[config.mk]
export PLATFORM = sky130hd
export DESIGN_NAME = uvp_ctrl
export DESIGN_NICKNAME = d
export VERILOG_FILES = /design/src/uvp_pkg.sv /design/src/uvp_tmr_if.sv /design/src/uvp_sync.sv /design/src/uvp_timer.sv /design/src/uvp_ctrl.sv
export SDC_FILE = /design/constraint.sdc
export NUM_CORES = 1
export LEC_CHECK = 0
export ABC_CLOCK_PERIOD_IN_PS = 6000
export BUFFER_PORTS_ARGS = -buffer_cell sky130_fd_sc_hd__buf_2
export CAP_MARGIN = 20
export CELL_PAD_IN_SITES_DETAIL_PLACEMENT = 1
export CELL_PAD_IN_SITES_GLOBAL_PLACEMENT = 2
export CORE_ASPECT_RATIO = 1.1
export CORE_UTILIZATION = 30
export CTS_CLUSTER_DIAMETER = 150
export CTS_CLUSTER_SIZE = 40
export DETAILED_ROUTE_END_ITERATION = 7
export GPL_TIMING_DRIVEN = 0
export MAX_ROUTING_LAYER = met4
export PLACE_DENSITY = 0.8
export SKIP_LAST_GASP = 1
export SLEW_MARGIN = 20
export SYNTH_ARGS = -nofsm -noshare
export SYNTH_HDL_FRONTEND = slang
export SYNTH_HIERARCHICAL = 1
export SYNTH_SLANG_ARGS = --single-unit
[constraint.sdc]
create_clock -name core_clk -period 6 [get_ports core_clk]
set_input_delay 1.2 -clock core_clk [delete_from_list [all_inputs] [get_ports core_clk]]
set_output_delay 1.2 -clock core_clk [all_outputs]
set_load 0.05 [all_outputs]
[src/uvp_pkg.sv]
package uvp_pkg;
   localparam int CLK_NS = 25;
   localparam int US_NS = 1000;
   localparam int TICK_CYC = US_NS / CLK_NS;
   localparam int PULSE_US_DEF = 1000;
   localparam int OVP_FACTOR = 3;
   localparam int MAX_TRIES = 25;
   localparam int SETUP_US = 2;
   localparam int VALID_NS = 150;
   localparam int VALID_CYC = (VALID_NS + CLK_NS - 1) / CLK_NS;
   localparam int FLOAT_NS = 130;
   localparam int FLOAT_CYC = (FLOAT_NS + CLK_NS - 1) / CLK_NS;
   localparam int SYNC_STG = 2;
   localparam int RD_SAMPLE = VALID_CYC + SYNC_STG + 1;
   localparam int ADDR_W = 14;
   localparam int DATA_W = 8;
   localparam int LEN_W = 17;
   localparam int TRY_W = 5;
   localparam int CYC_W = 4;
   localparam int CNT_W = 24;

   typedef enum logic [1:0] {
      OP_PROG = 2'h0,
      OP_CMP = 2'h1,
      OP_ID = 2'h2
   } uvp_op_t;

   typedef enum logic [3:0] {
      S_IDLE = 4'h0,
      S_FETCH = 4'h1,
      S_SETUP = 4'h2,
      S_PULSE = 4'h3,
      S_HOLD = 4'h4,
      S_READ = 4'h5,
      S_FLOAT = 4'h6,
      S_LOWER = 4'h7,
      S_FINISH = 4'h8
   } uvp_state_t;
endpackage : uvp_pkg

[src/uvp_tmr_if.sv]
`timescale 1ns/10ps
`default_nettype none
interface uvp_tmr_if import uvp_pkg::*; ();
   logic start;
   logic [LEN_W-1:0] len_us;
   logic done;
   modport ctl(output start, output len_us, input done);
   modport tmr(input start, input len_us, output done);
endinterface : uvp_tmr_if
`default_nettype wire

[src/uvp_sync.sv]
`timescale 1ns/10ps
`default_nettype none
module uvp_sync #(
   parameter int W = 8
) (
   input wire logic core_clk,
   input wire logic rst,
   input wire logic [W-1:0] d,
   output logic [W-1:0] q
);
   logic [W-1:0] meta_q;
   logic [W-1:0] sync_q;

   // First stage feeds only the second
   always_ff @(posedge core_clk) begin
      if (rst) begin
         meta_q <= '0;
         sync_q <= '0;
      end else begin
         meta_q <= d;
         sync_q <= meta_q;
      end
   end

   assign q = sync_q;
endmodule : uvp_sync
`default_nettype wire

[src/uvp_timer.sv]
`timescale 1ns/10ps
`default_nettype none
module uvp_timer import uvp_pkg::*; #(
   parameter int TICK = TICK_CYC
) (
   input wire logic core_clk,
   input wire logic rst,
   uvp_tmr_if.tmr tif
);
   localparam int DW = $clog2(TICK + 1);
   logic [DW-1:0] div_q;
   logic [LEN_W-1:0] cnt_q;
   logic run_q;
   logic tick;

   // Divider starts at one so a run lasts exactly len times TICK cycles
   assign tick = run_q && (div_q == DW'(TICK - 1));
   assign tif.done = tick && (cnt_q == tif.len_us - LEN_W'(1));

   ////////////////////////////////////////////////////////////////////////
   always_ff @(posedge core_clk) begin
      if (rst) begin
         div_q <= '0;
      end else if (tif.start) begin
         div_q <= DW'(1);
      end else if (run_q) begin
         div_q <= tick ? '0 : div_q + DW'(1);
      end
   end

   always_ff @(posedge core_clk) begin
      if (rst) begin
         run_q <= 1'b0;
         cnt_q <= '0;
      end else if (tif.start) begin
         run_q <= 1'b1;
         cnt_q <= '0;
      end else if (tick) begin
         cnt_q <= cnt_q + LEN_W'(1);
         if (tif.done) begin
            run_q <= 1'b0;
         end
      end
   end
endmodule : uvp_timer
`default_nettype wire

[src/uvp_ctrl.sv]
`timescale 1ns/10ps
`default_nettype none
// What this block does
// - Put address out and raise supply to programming level before any pulse.
// - First strobe pulse lasts one millisecond, then the byte is read back.
// - A byte passing on its first verify gets one three-millisecond overprogram pulse.
// - Failing bytes get further one-millisecond pulses, at most 25, each verified.
// - Overprogram lasts three times the pulses used, never above 75 ms.
// - Still failing after 25 pulses: stop and report programming failure.
// - Then step to the next address and repeat until the range is done.
// - Lower supply to normal level, read back and compare each byte with source until the first mismatch.
// - Each initial pulse stays within 0.95 to 1.05 milliseconds.
// - Overprogram length lies in 2.85 to 78.75 ms, set by retry count.
// - Identification needs all address lines low except high-voltage and select lines.
module uvp_ctrl import uvp_pkg::*; #(
   parameter int PULSE_US = PULSE_US_DEF,
   parameter int TRIES = MAX_TRIES
) (
   input wire logic core_clk,
   input wire logic rst,
   input wire logic op_start,
   input wire logic [1:0] op_sel,
   input wire logic [ADDR_W-1:0] first_addr,
   input wire logic [ADDR_W-1:0] last_addr,
   output logic src_req_q,
   output logic [ADDR_W-1:0] src_addr_q,
   input wire logic src_valid,
   input wire logic [DATA_W-1:0] src_data,
   output logic busy_q,
   output logic done_q,
   output logic pass_q,
   output logic fail_q,
   output logic [ADDR_W-1:0] fail_addr_q,
   output logic [DATA_W-1:0] id_mfr_q,
   output logic [DATA_W-1:0] id_dev_q,
   output logic [ADDR_W-1:0] addr_q,
   output logic [DATA_W-1:0] dq_out_q,
   output logic dq_oe_n_q,
   input wire logic [DATA_W-1:0] dq_in,
   output logic chip_en_n_q,
   output logic out_en_n_q,
   output logic program_strobe_n_q,
   output logic vcc_prog_q,
   output logic vpp_on_q,
   output logic id_high_voltage_line_q
);
   localparam int PULSE_CYC = PULSE_US * TICK_CYC;

   uvp_state_t st_q;
   uvp_op_t ph_q;
   logic [ADDR_W-1:0] cur_q;
   logic [ADDR_W-1:0] first_q;
   logic [ADDR_W-1:0] last_q;
   logic [DATA_W-1:0] data_q;
   logic [DATA_W-1:0] rd_q;
   logic [DATA_W-1:0] dq_sync;
   logic [TRY_W-1:0] tries_q;
   logic ovp_q;
   logic [CYC_W-1:0] cyc_q;
   logic tmr_start_q;
   logic [LEN_W-1:0] tmr_len_q;
   logic match;
   logic [CNT_W-1:0] sl_cnt_q;

   uvp_tmr_if tif();
   assign tif.start = tmr_start_q;
   assign tif.len_us = tmr_len_q;
   assign match = (rd_q == data_q);

   uvp_timer #(.TICK(TICK_CYC)) u_tmr (
      .core_clk(core_clk),
      .rst(rst),
      .tif(tif.tmr)
   );

   // Data pins come from the device's own drivers
   uvp_sync #(.W(DATA_W)) u_sync (
      .core_clk(core_clk),
      .rst(rst),
      .d(dq_in),
      .q(dq_sync)
   );

   ////////////////////////////////////////////////////////////////////////
   // Sequencer
   always_ff @(posedge core_clk) begin
      tmr_start_q <= 1'b0;
      src_req_q <= 1'b0;
      done_q <= 1'b0;
      if (rst) begin
         st_q <= S_IDLE;
         ph_q <= OP_PROG;
         cur_q <= '0;
         first_q <= '0;
         last_q <= '0;
         data_q <= '0;
         rd_q <= '0;
         tries_q <= '0;
         ovp_q <= 1'b0;
         cyc_q <= '0;
         tmr_len_q <= '0;
         busy_q <= 1'b0;
         pass_q <= 1'b0;
         fail_q <= 1'b0;
         fail_addr_q <= '0;
         id_mfr_q <= '0;
         id_dev_q <= '0;
         src_addr_q <= '0;
      end else begin
         unique case (st_q)
            S_IDLE: begin
               if (op_start && op_sel != 2'h3) begin
                  ph_q <= uvp_op_t'(op_sel);
                  busy_q <= 1'b1;
                  pass_q <= 1'b0;
                  fail_q <= 1'b0;
                  first_q <= first_addr;
                  last_q <= last_addr;
                  if (uvp_op_t'(op_sel) == OP_ID) begin
                     cur_q <= '0;
                     data_q <= '0;
                     st_q <= S_SETUP;
                     tmr_start_q <= 1'b1;
                     tmr_len_q <= LEN_W'(SETUP_US);
                  end else begin
                     cur_q <= first_addr;
                     src_addr_q <= first_addr;
                     src_req_q <= 1'b1;
                     st_q <= S_FETCH;
                  end
               end
            end
            S_FETCH: begin
               if (src_valid) begin
                  data_q <= src_data;
                  tries_q <= '0;
                  ovp_q <= 1'b0;
                  st_q <= S_SETUP;
                  tmr_start_q <= 1'b1;
                  tmr_len_q <= LEN_W'(SETUP_US);
               end
            end
            S_SETUP: begin
               if (tif.done) begin
                  cyc_q <= '0;
                  if (ph_q == OP_PROG) begin
                     st_q <= S_PULSE;
                     tmr_start_q <= 1'b1;
                     if (ovp_q) begin
                        tmr_len_q <= LEN_W'(OVP_FACTOR * int'(tries_q) * PULSE_US);
                     end else begin
                        tmr_len_q <= LEN_W'(PULSE_US);
                        tries_q <= tries_q + TRY_W'(1);
                     end
                  end else begin
                     st_q <= S_READ;
                  end
               end
            end
            S_PULSE: begin
               if (tif.done) begin
                  st_q <= S_HOLD;
                  tmr_start_q <= 1'b1;
                  tmr_len_q <= LEN_W'(SETUP_US);
               end
            end
            S_HOLD: begin
               if (tif.done) begin
                  cyc_q <= '0;
                  if (!ovp_q) begin
                     st_q <= S_READ;
                  end else if (cur_q == last_q) begin
                     st_q <= S_LOWER;
                     tmr_start_q <= 1'b1;
                     tmr_len_q <= LEN_W'(SETUP_US);
                  end else begin
                     cur_q <= cur_q + ADDR_W'(1);
                     src_addr_q <= cur_q + ADDR_W'(1);
                     src_req_q <= 1'b1;
                     st_q <= S_FETCH;
                  end
               end
            end
            S_READ: begin
               cyc_q <= cyc_q + CYC_W'(1);
               if (cyc_q == CYC_W'(RD_SAMPLE)) begin
                  rd_q <= dq_sync;
                  cyc_q <= '0;
                  st_q <= S_FLOAT;
               end
            end
            S_FLOAT: begin
               cyc_q <= cyc_q + CYC_W'(1);
               if (cyc_q == CYC_W'(FLOAT_CYC - 1)) begin
                  unique case (ph_q)
                     OP_ID: begin
                        if (!cur_q[0]) begin
                           id_mfr_q <= rd_q;
                           cur_q <= ADDR_W'(1);
                           st_q <= S_SETUP;
                           tmr_start_q <= 1'b1;
                           tmr_len_q <= LEN_W'(SETUP_US);
                        end else begin
                           id_dev_q <= rd_q;
                           st_q <= S_FINISH;
                        end
                     end
                     OP_CMP: begin
                        if (!match) begin
                           fail_q <= 1'b1;
                           fail_addr_q <= cur_q;
                           st_q <= S_FINISH;
                        end else if (cur_q == last_q) begin
                           st_q <= S_FINISH;
                        end else begin
                           cur_q <= cur_q + ADDR_W'(1);
                           src_addr_q <= cur_q + ADDR_W'(1);
                           src_req_q <= 1'b1;
                           st_q <= S_FETCH;
                        end
                     end
                     default: begin
                        tmr_start_q <= 1'b1;
                        tmr_len_q <= LEN_W'(SETUP_US);
                        if (match) begin
                           ovp_q <= 1'b1;
                           st_q <= S_SETUP;
                        end else if (int'(tries_q) >= TRIES) begin
                           fail_q <= 1'b1;
                           fail_addr_q <= cur_q;
                           st_q <= S_LOWER;
                        end else begin
                           st_q <= S_SETUP;
                        end
                     end
                  endcase
               end
            end
            S_LOWER: begin
               if (tif.done) begin
                  if (fail_q) begin
                     st_q <= S_FINISH;
                  end else begin
                     ph_q <= OP_CMP;
                     cur_q <= first_q;
                     src_addr_q <= first_q;
                     src_req_q <= 1'b1;
                     st_q <= S_FETCH;
                  end
               end
            end
            S_FINISH: begin
               busy_q <= 1'b0;
               done_q <= 1'b1;
               pass_q <= !fail_q;
               st_q <= S_IDLE;
            end
            default: st_q <= S_IDLE;
         endcase
      end
   end

   ////////////////////////////////////////////////////////////////////////
   // Pins follow state one cycle later, so pulse widths stay exact
   always_ff @(posedge core_clk) begin
      if (rst) begin
         chip_en_n_q <= 1'b1;
         out_en_n_q <= 1'b1;
         program_strobe_n_q <= 1'b1;
         dq_oe_n_q <= 1'b1;
         vcc_prog_q <= 1'b0;
         vpp_on_q <= 1'b0;
         id_high_voltage_line_q <= 1'b0;
         addr_q <= '0;
         dq_out_q <= '0;
      end else begin
         chip_en_n_q <= (st_q == S_IDLE) || (st_q == S_FINISH);
         program_strobe_n_q <= (st_q != S_PULSE);
         out_en_n_q <= (st_q != S_READ);
         dq_oe_n_q <= !(ph_q == OP_PROG &&
                        (st_q == S_SETUP || st_q == S_PULSE || st_q == S_HOLD));
         vcc_prog_q <= (ph_q == OP_PROG) && (st_q != S_IDLE) && (st_q != S_FINISH) &&
                       (st_q != S_LOWER);
         vpp_on_q <= (ph_q == OP_PROG) && (st_q != S_IDLE) && (st_q != S_FINISH) &&
                     (st_q != S_LOWER);
         id_high_voltage_line_q <= (ph_q == OP_ID) && (st_q != S_IDLE) &&
                                   (st_q != S_FINISH);
         addr_q <= cur_q;
         dq_out_q <= data_q;
      end
   end

   ////////////////////////////////////////////////////////////////////////
   // Strobe low-time counter, read only by checks
   always_ff @(posedge core_clk) begin
      if (rst || program_strobe_n_q) begin
         sl_cnt_q <= '0;
      end else begin
         sl_cnt_q <= sl_cnt_q + CNT_W'(1);
      end
   end
endmodule : uvp_ctrl
`default_nettype wire

==> flow_metrics.py <==
metrics = {
    "yosys": {
        "synth_commonest_cells": "207 x dfxtp_1, 125 x nor2_1, 118 x nand2_1",
        "synth_edf_count": 0,
        "synth_area_leader_cell": "dfxtp_1",
        "synthMostInstantiatedCell": "dfxtp_1",
        "ys.warnings.count": 6,
        "synthCells": 1248,
        "async_flop_share_pct": 0,
        "ys_types": 86,
        "synth.avg_cell_area_um2": 8.76,
        "seq_area_frac_synth_pct": 37.9,
        "ys_seq_elements": 207,
        "synth_top_cell_area_share_pct": 37.9,
        "syn-cell-area_um2": 10900,
        "synth_area_leaders": "dfxtp_1 38%, ha_1 6.2%, nor2_1 4.3%",
        "synth_ff_type": "dfxtp_1",
    },
    "sta": {
        "final.min_clock_period_ns": 5.31,
        "rsz0062_at_grt": "no",
        "hold_slack_ns": 0.447,
        "slew_violations": 0,
        "finalHoldViolCount": 0,
        "period_share_pct": 88.5,
        "fmax_ghz": 0.188,
        "relSlewSlack_pct": 36.4,
        "tightest_slew_ns": 0.954,
        "setup_violations": 0,
        "clock-skew-final_ns": 0.0283,
        "finalSetupTns_ns": 0,
    },
    "route": {
        "first_iter_violations": 557,
        "drtAntennaViolNets": 0,
        "vias_per_cell": 5.10,
        "drc": 0,
        "drt-wirelength-per-cell_um": 18.9,
        "vias": 9580,
        "wl_um": 35500,
        "first_pass_iters": 6,
    },
    "finish": {
        "nets": 1513,
        "syn_to_final_growth_pct": 14.1,
        "finish.utilization_pct": 35.1,
        "multi_input_area_um2": 6270,
        "fill_cells": 4272,
        "drive_gt1_share_pct": 14.3,
        "seqCellArea_um2": 4140,
    },
    "global_route": {
        "track_usage_pct": 19.8,
        "first_global_vias": 9752,
        "grt_use_met2_pct": 33.4,
        "met3_usage_pct": 2.14,
        "grt_pass1_wl_um": 55700,
        "grt.busiest_layer": "met2",
        "antenna_found_initial": 1,
        "grt_max_degree": 41,
        "grt_overflow": 0,
        "grt_use_met1_pct": 24.4,
    },
    "critical_path": {
        "cp.arrival_ns": 5.71,
        "critPathMaxFanout": 7,
        "cp.required_ns": 6.40,
        "cp-start-kind": "flip-flop",
        "cp-end-kind": "flip-flop",
        "timing.rr.start": "tries_q[1]",
        "r2r_slack_ns": 0.69,
        "crit_type": "flip-flop to flip-flop",
        "r2r_end": "tif.len_us[13]",
        "r2r_cells": 19,
    },
    "worst_hold_path": {
        "hold_end": "rd_q[6]",
        "min_path_type": "flip-flop to flip-flop",
        "holdPathStages": 2,
        "worstHoldStart": "u_sync/q[6]",
    },
    "power_and_ir_drop": {
        "p_seq_share_pct": 40.4,
        "power_density_nw_per_um2": 326,
        "power_frac_clock_pct": 18.7,
        "power.internal_w": 0.00234,
        "p_sw_share_pct": 42.4,
        "power_leakage_nw": 5.24,
        "irDropWorstVdd_uv": 190,
        "switchingPower_w": 0.00172,
        "total_power_w": 0.00407,
        "comb_power_share_pct": 40.9,
    },
    "clock_network": {
        "holdBufCountCts": 0,
        "cts_root_buf": "clkbuf_16",
        "clk_latency_ns": 0.50,
        "htreeDepth": 1,
        "cts_buffer_depth": 3,
        "cts_num_sinks": 207,
        "clkTransAtPathRegs_ns": 0.15,
        "cts_setup_buffers": 0,
        "cts_tree": "yes",
        "cts_buffers": 9,
        "post_cts_resize_count": 0,
    },
    "floorplan": {
        "dieArea_um2": 37200,
        "initial_core_util_pct": 30.8,
        "fp.dieW_um": 184,
        "io_pins": 128,
        "die_height_um": 202,
        "rows": 72,
        "core_area_um2": 35500,
    },
    "place": {
        "hpwl_um": 27700,
        "io_buffers": 127,
        "place.gp.congestion": 0.885,
    },
    "run_status": {
        "status": "complete, no violations",
    },
    "run": {
        "max_cap_violations": 0,
    },
}
cells in the final DEF, fill, tap and decap left out, types with 8 or more instances in the layout:
cell	instances
a222oi_1	19
nand4_1	20
a311oi_1	12
a22o_1	10
a21oi_1	93
clkbuf_16	9
nor2_1	125
fa_1	12
conb_1	12
xor2_1	51
buf_2	147
nand3_1	29
mux2i_1	43
ha_1	54
clkbuf_1	39
nand2_1	118
buf_1	9
inv_1	48
xnor2_1	53
nor4_1	8
a31oi_1	9
and3_1	9
dfxtp_1	207
nor2b_1	27
nand2b_1	18
nor3_1	22
o21ai_0	47
cell families after synthesis:
family          synth area share (%)
compound gates                  16.2
mux                             4.04
simple gates                    20.0
flops                           37.9
other cells                   0.0343
buf+inv                         5.11
xor+xnor                        8.34
fa+ha+maj                       8.38
critical path: stages (launching register included):
cell,delay [ns]
dfxtp_1,0.40
inv_1,0.13
ha_1,0.33
a21oi_1,0.13
o21bai_1,0.35
a21oi_1,0.18
xnor2_1,0.59
ha_1,0.25
inv_1,0.05
fa_1,0.53
inv_1,0.05
fa_1,0.45
ha_1,0.31
ha_1,0.37
a21oi_1,0.22
o211ai_1,0.19
a21o_1,0.21
a21oi_1,0.17
xnor2_1,0.10
a41o_1,0.24
cell type report:
| type | count | share of cell area (%) |
|---|---|---|
| Buffer | 78 | 3.00 |
| Clock buffer | 9 | 1.81 |
| Clock inverter | 2 | 0.291 |
| Tap cell | 481 | 4.83 |
| Sequential cell | 207 | 33.2 |
| Timing Repair Buffer | 127 | 5.10 |
| Multi-Input combinational cell | 925 | 50.3 |
| Inverter | 49 | 1.47 |
| Antenna cell | 1 | 0.0201 |
power groups by stage:
stage | Clock, W | Combinational, W | Sequential (W)
final | 0.000759 | 0.00166 | 0.00164
after global routing | 0.000830 | 0.00180 | 0.00166
after CTS | 0.000790 | 0.00166 | 0.00164
after detailed placement | 0 | 0.00166 | 0.00167
after global placement | 0 | 0.00164 | 0.00167
after floorplan | 0 | 0.000959 | 0.00187
routing by layer:
metal | part of all wire, % | vias up
met4 | 3.4 | 0
met5 | 0 | -
met3 | 4.2 | 65
met1 | 44 | 4667
met2 | 49 | 215
li1 | - | 4633
registers in the layout, summed over array words and instances, names as in the netlist, 5 cells and up:
signal         cells
tif.len_us        15
u_sync/meta_q      8
first_q           14
cur_q             14
src_addr_q        14
u_sync/q           8
last_q            14
dq_out_q           8
data_q             8
tries_q            5
fail_addr_q       14
u_tmr/cnt_q       17
id_mfr_q           8
id_dev_q           8
addr_q            14
u_tmr/div_q        6
rd_q               8
worst max path at each step:
| stage | startpoint | end | slack, ns | cells after the start |
|---|---|---|---|---|
| after floorplan | tries_q[1] | tif.len_us[13] | 1.21 | 19 |
| after global placement | tries_q[1] | tif.len_us[13] | 0.70 | 19 |
| after detailed placement | tries_q[1] | tif.len_us[13] | 0.64 | 19 |
| after CTS | tries_q[1] | tif.len_us[13] | 0.63 | 19 |
| after global routing | tries_q[1] | tif.len_us[13] | 0.24 | 19 |
| final | tries_q[1] | tif.len_us[13] | 0.69 | 19 |
metrics by stage:
stage / cells / worst slack [ns] / instance area, um^2
floorplan: 1259 / 1.21 / 11000
finish: 1879 / 0.690 / 12500
CTS: 1878 / 0.631 / 12500
global route: 1879 / 0.235 / 12500
global placement: 1867 / 0.696 / 12200
detailed placement: 1867 / 0.637 / 12200
Power figures use the tool's default switching activity.
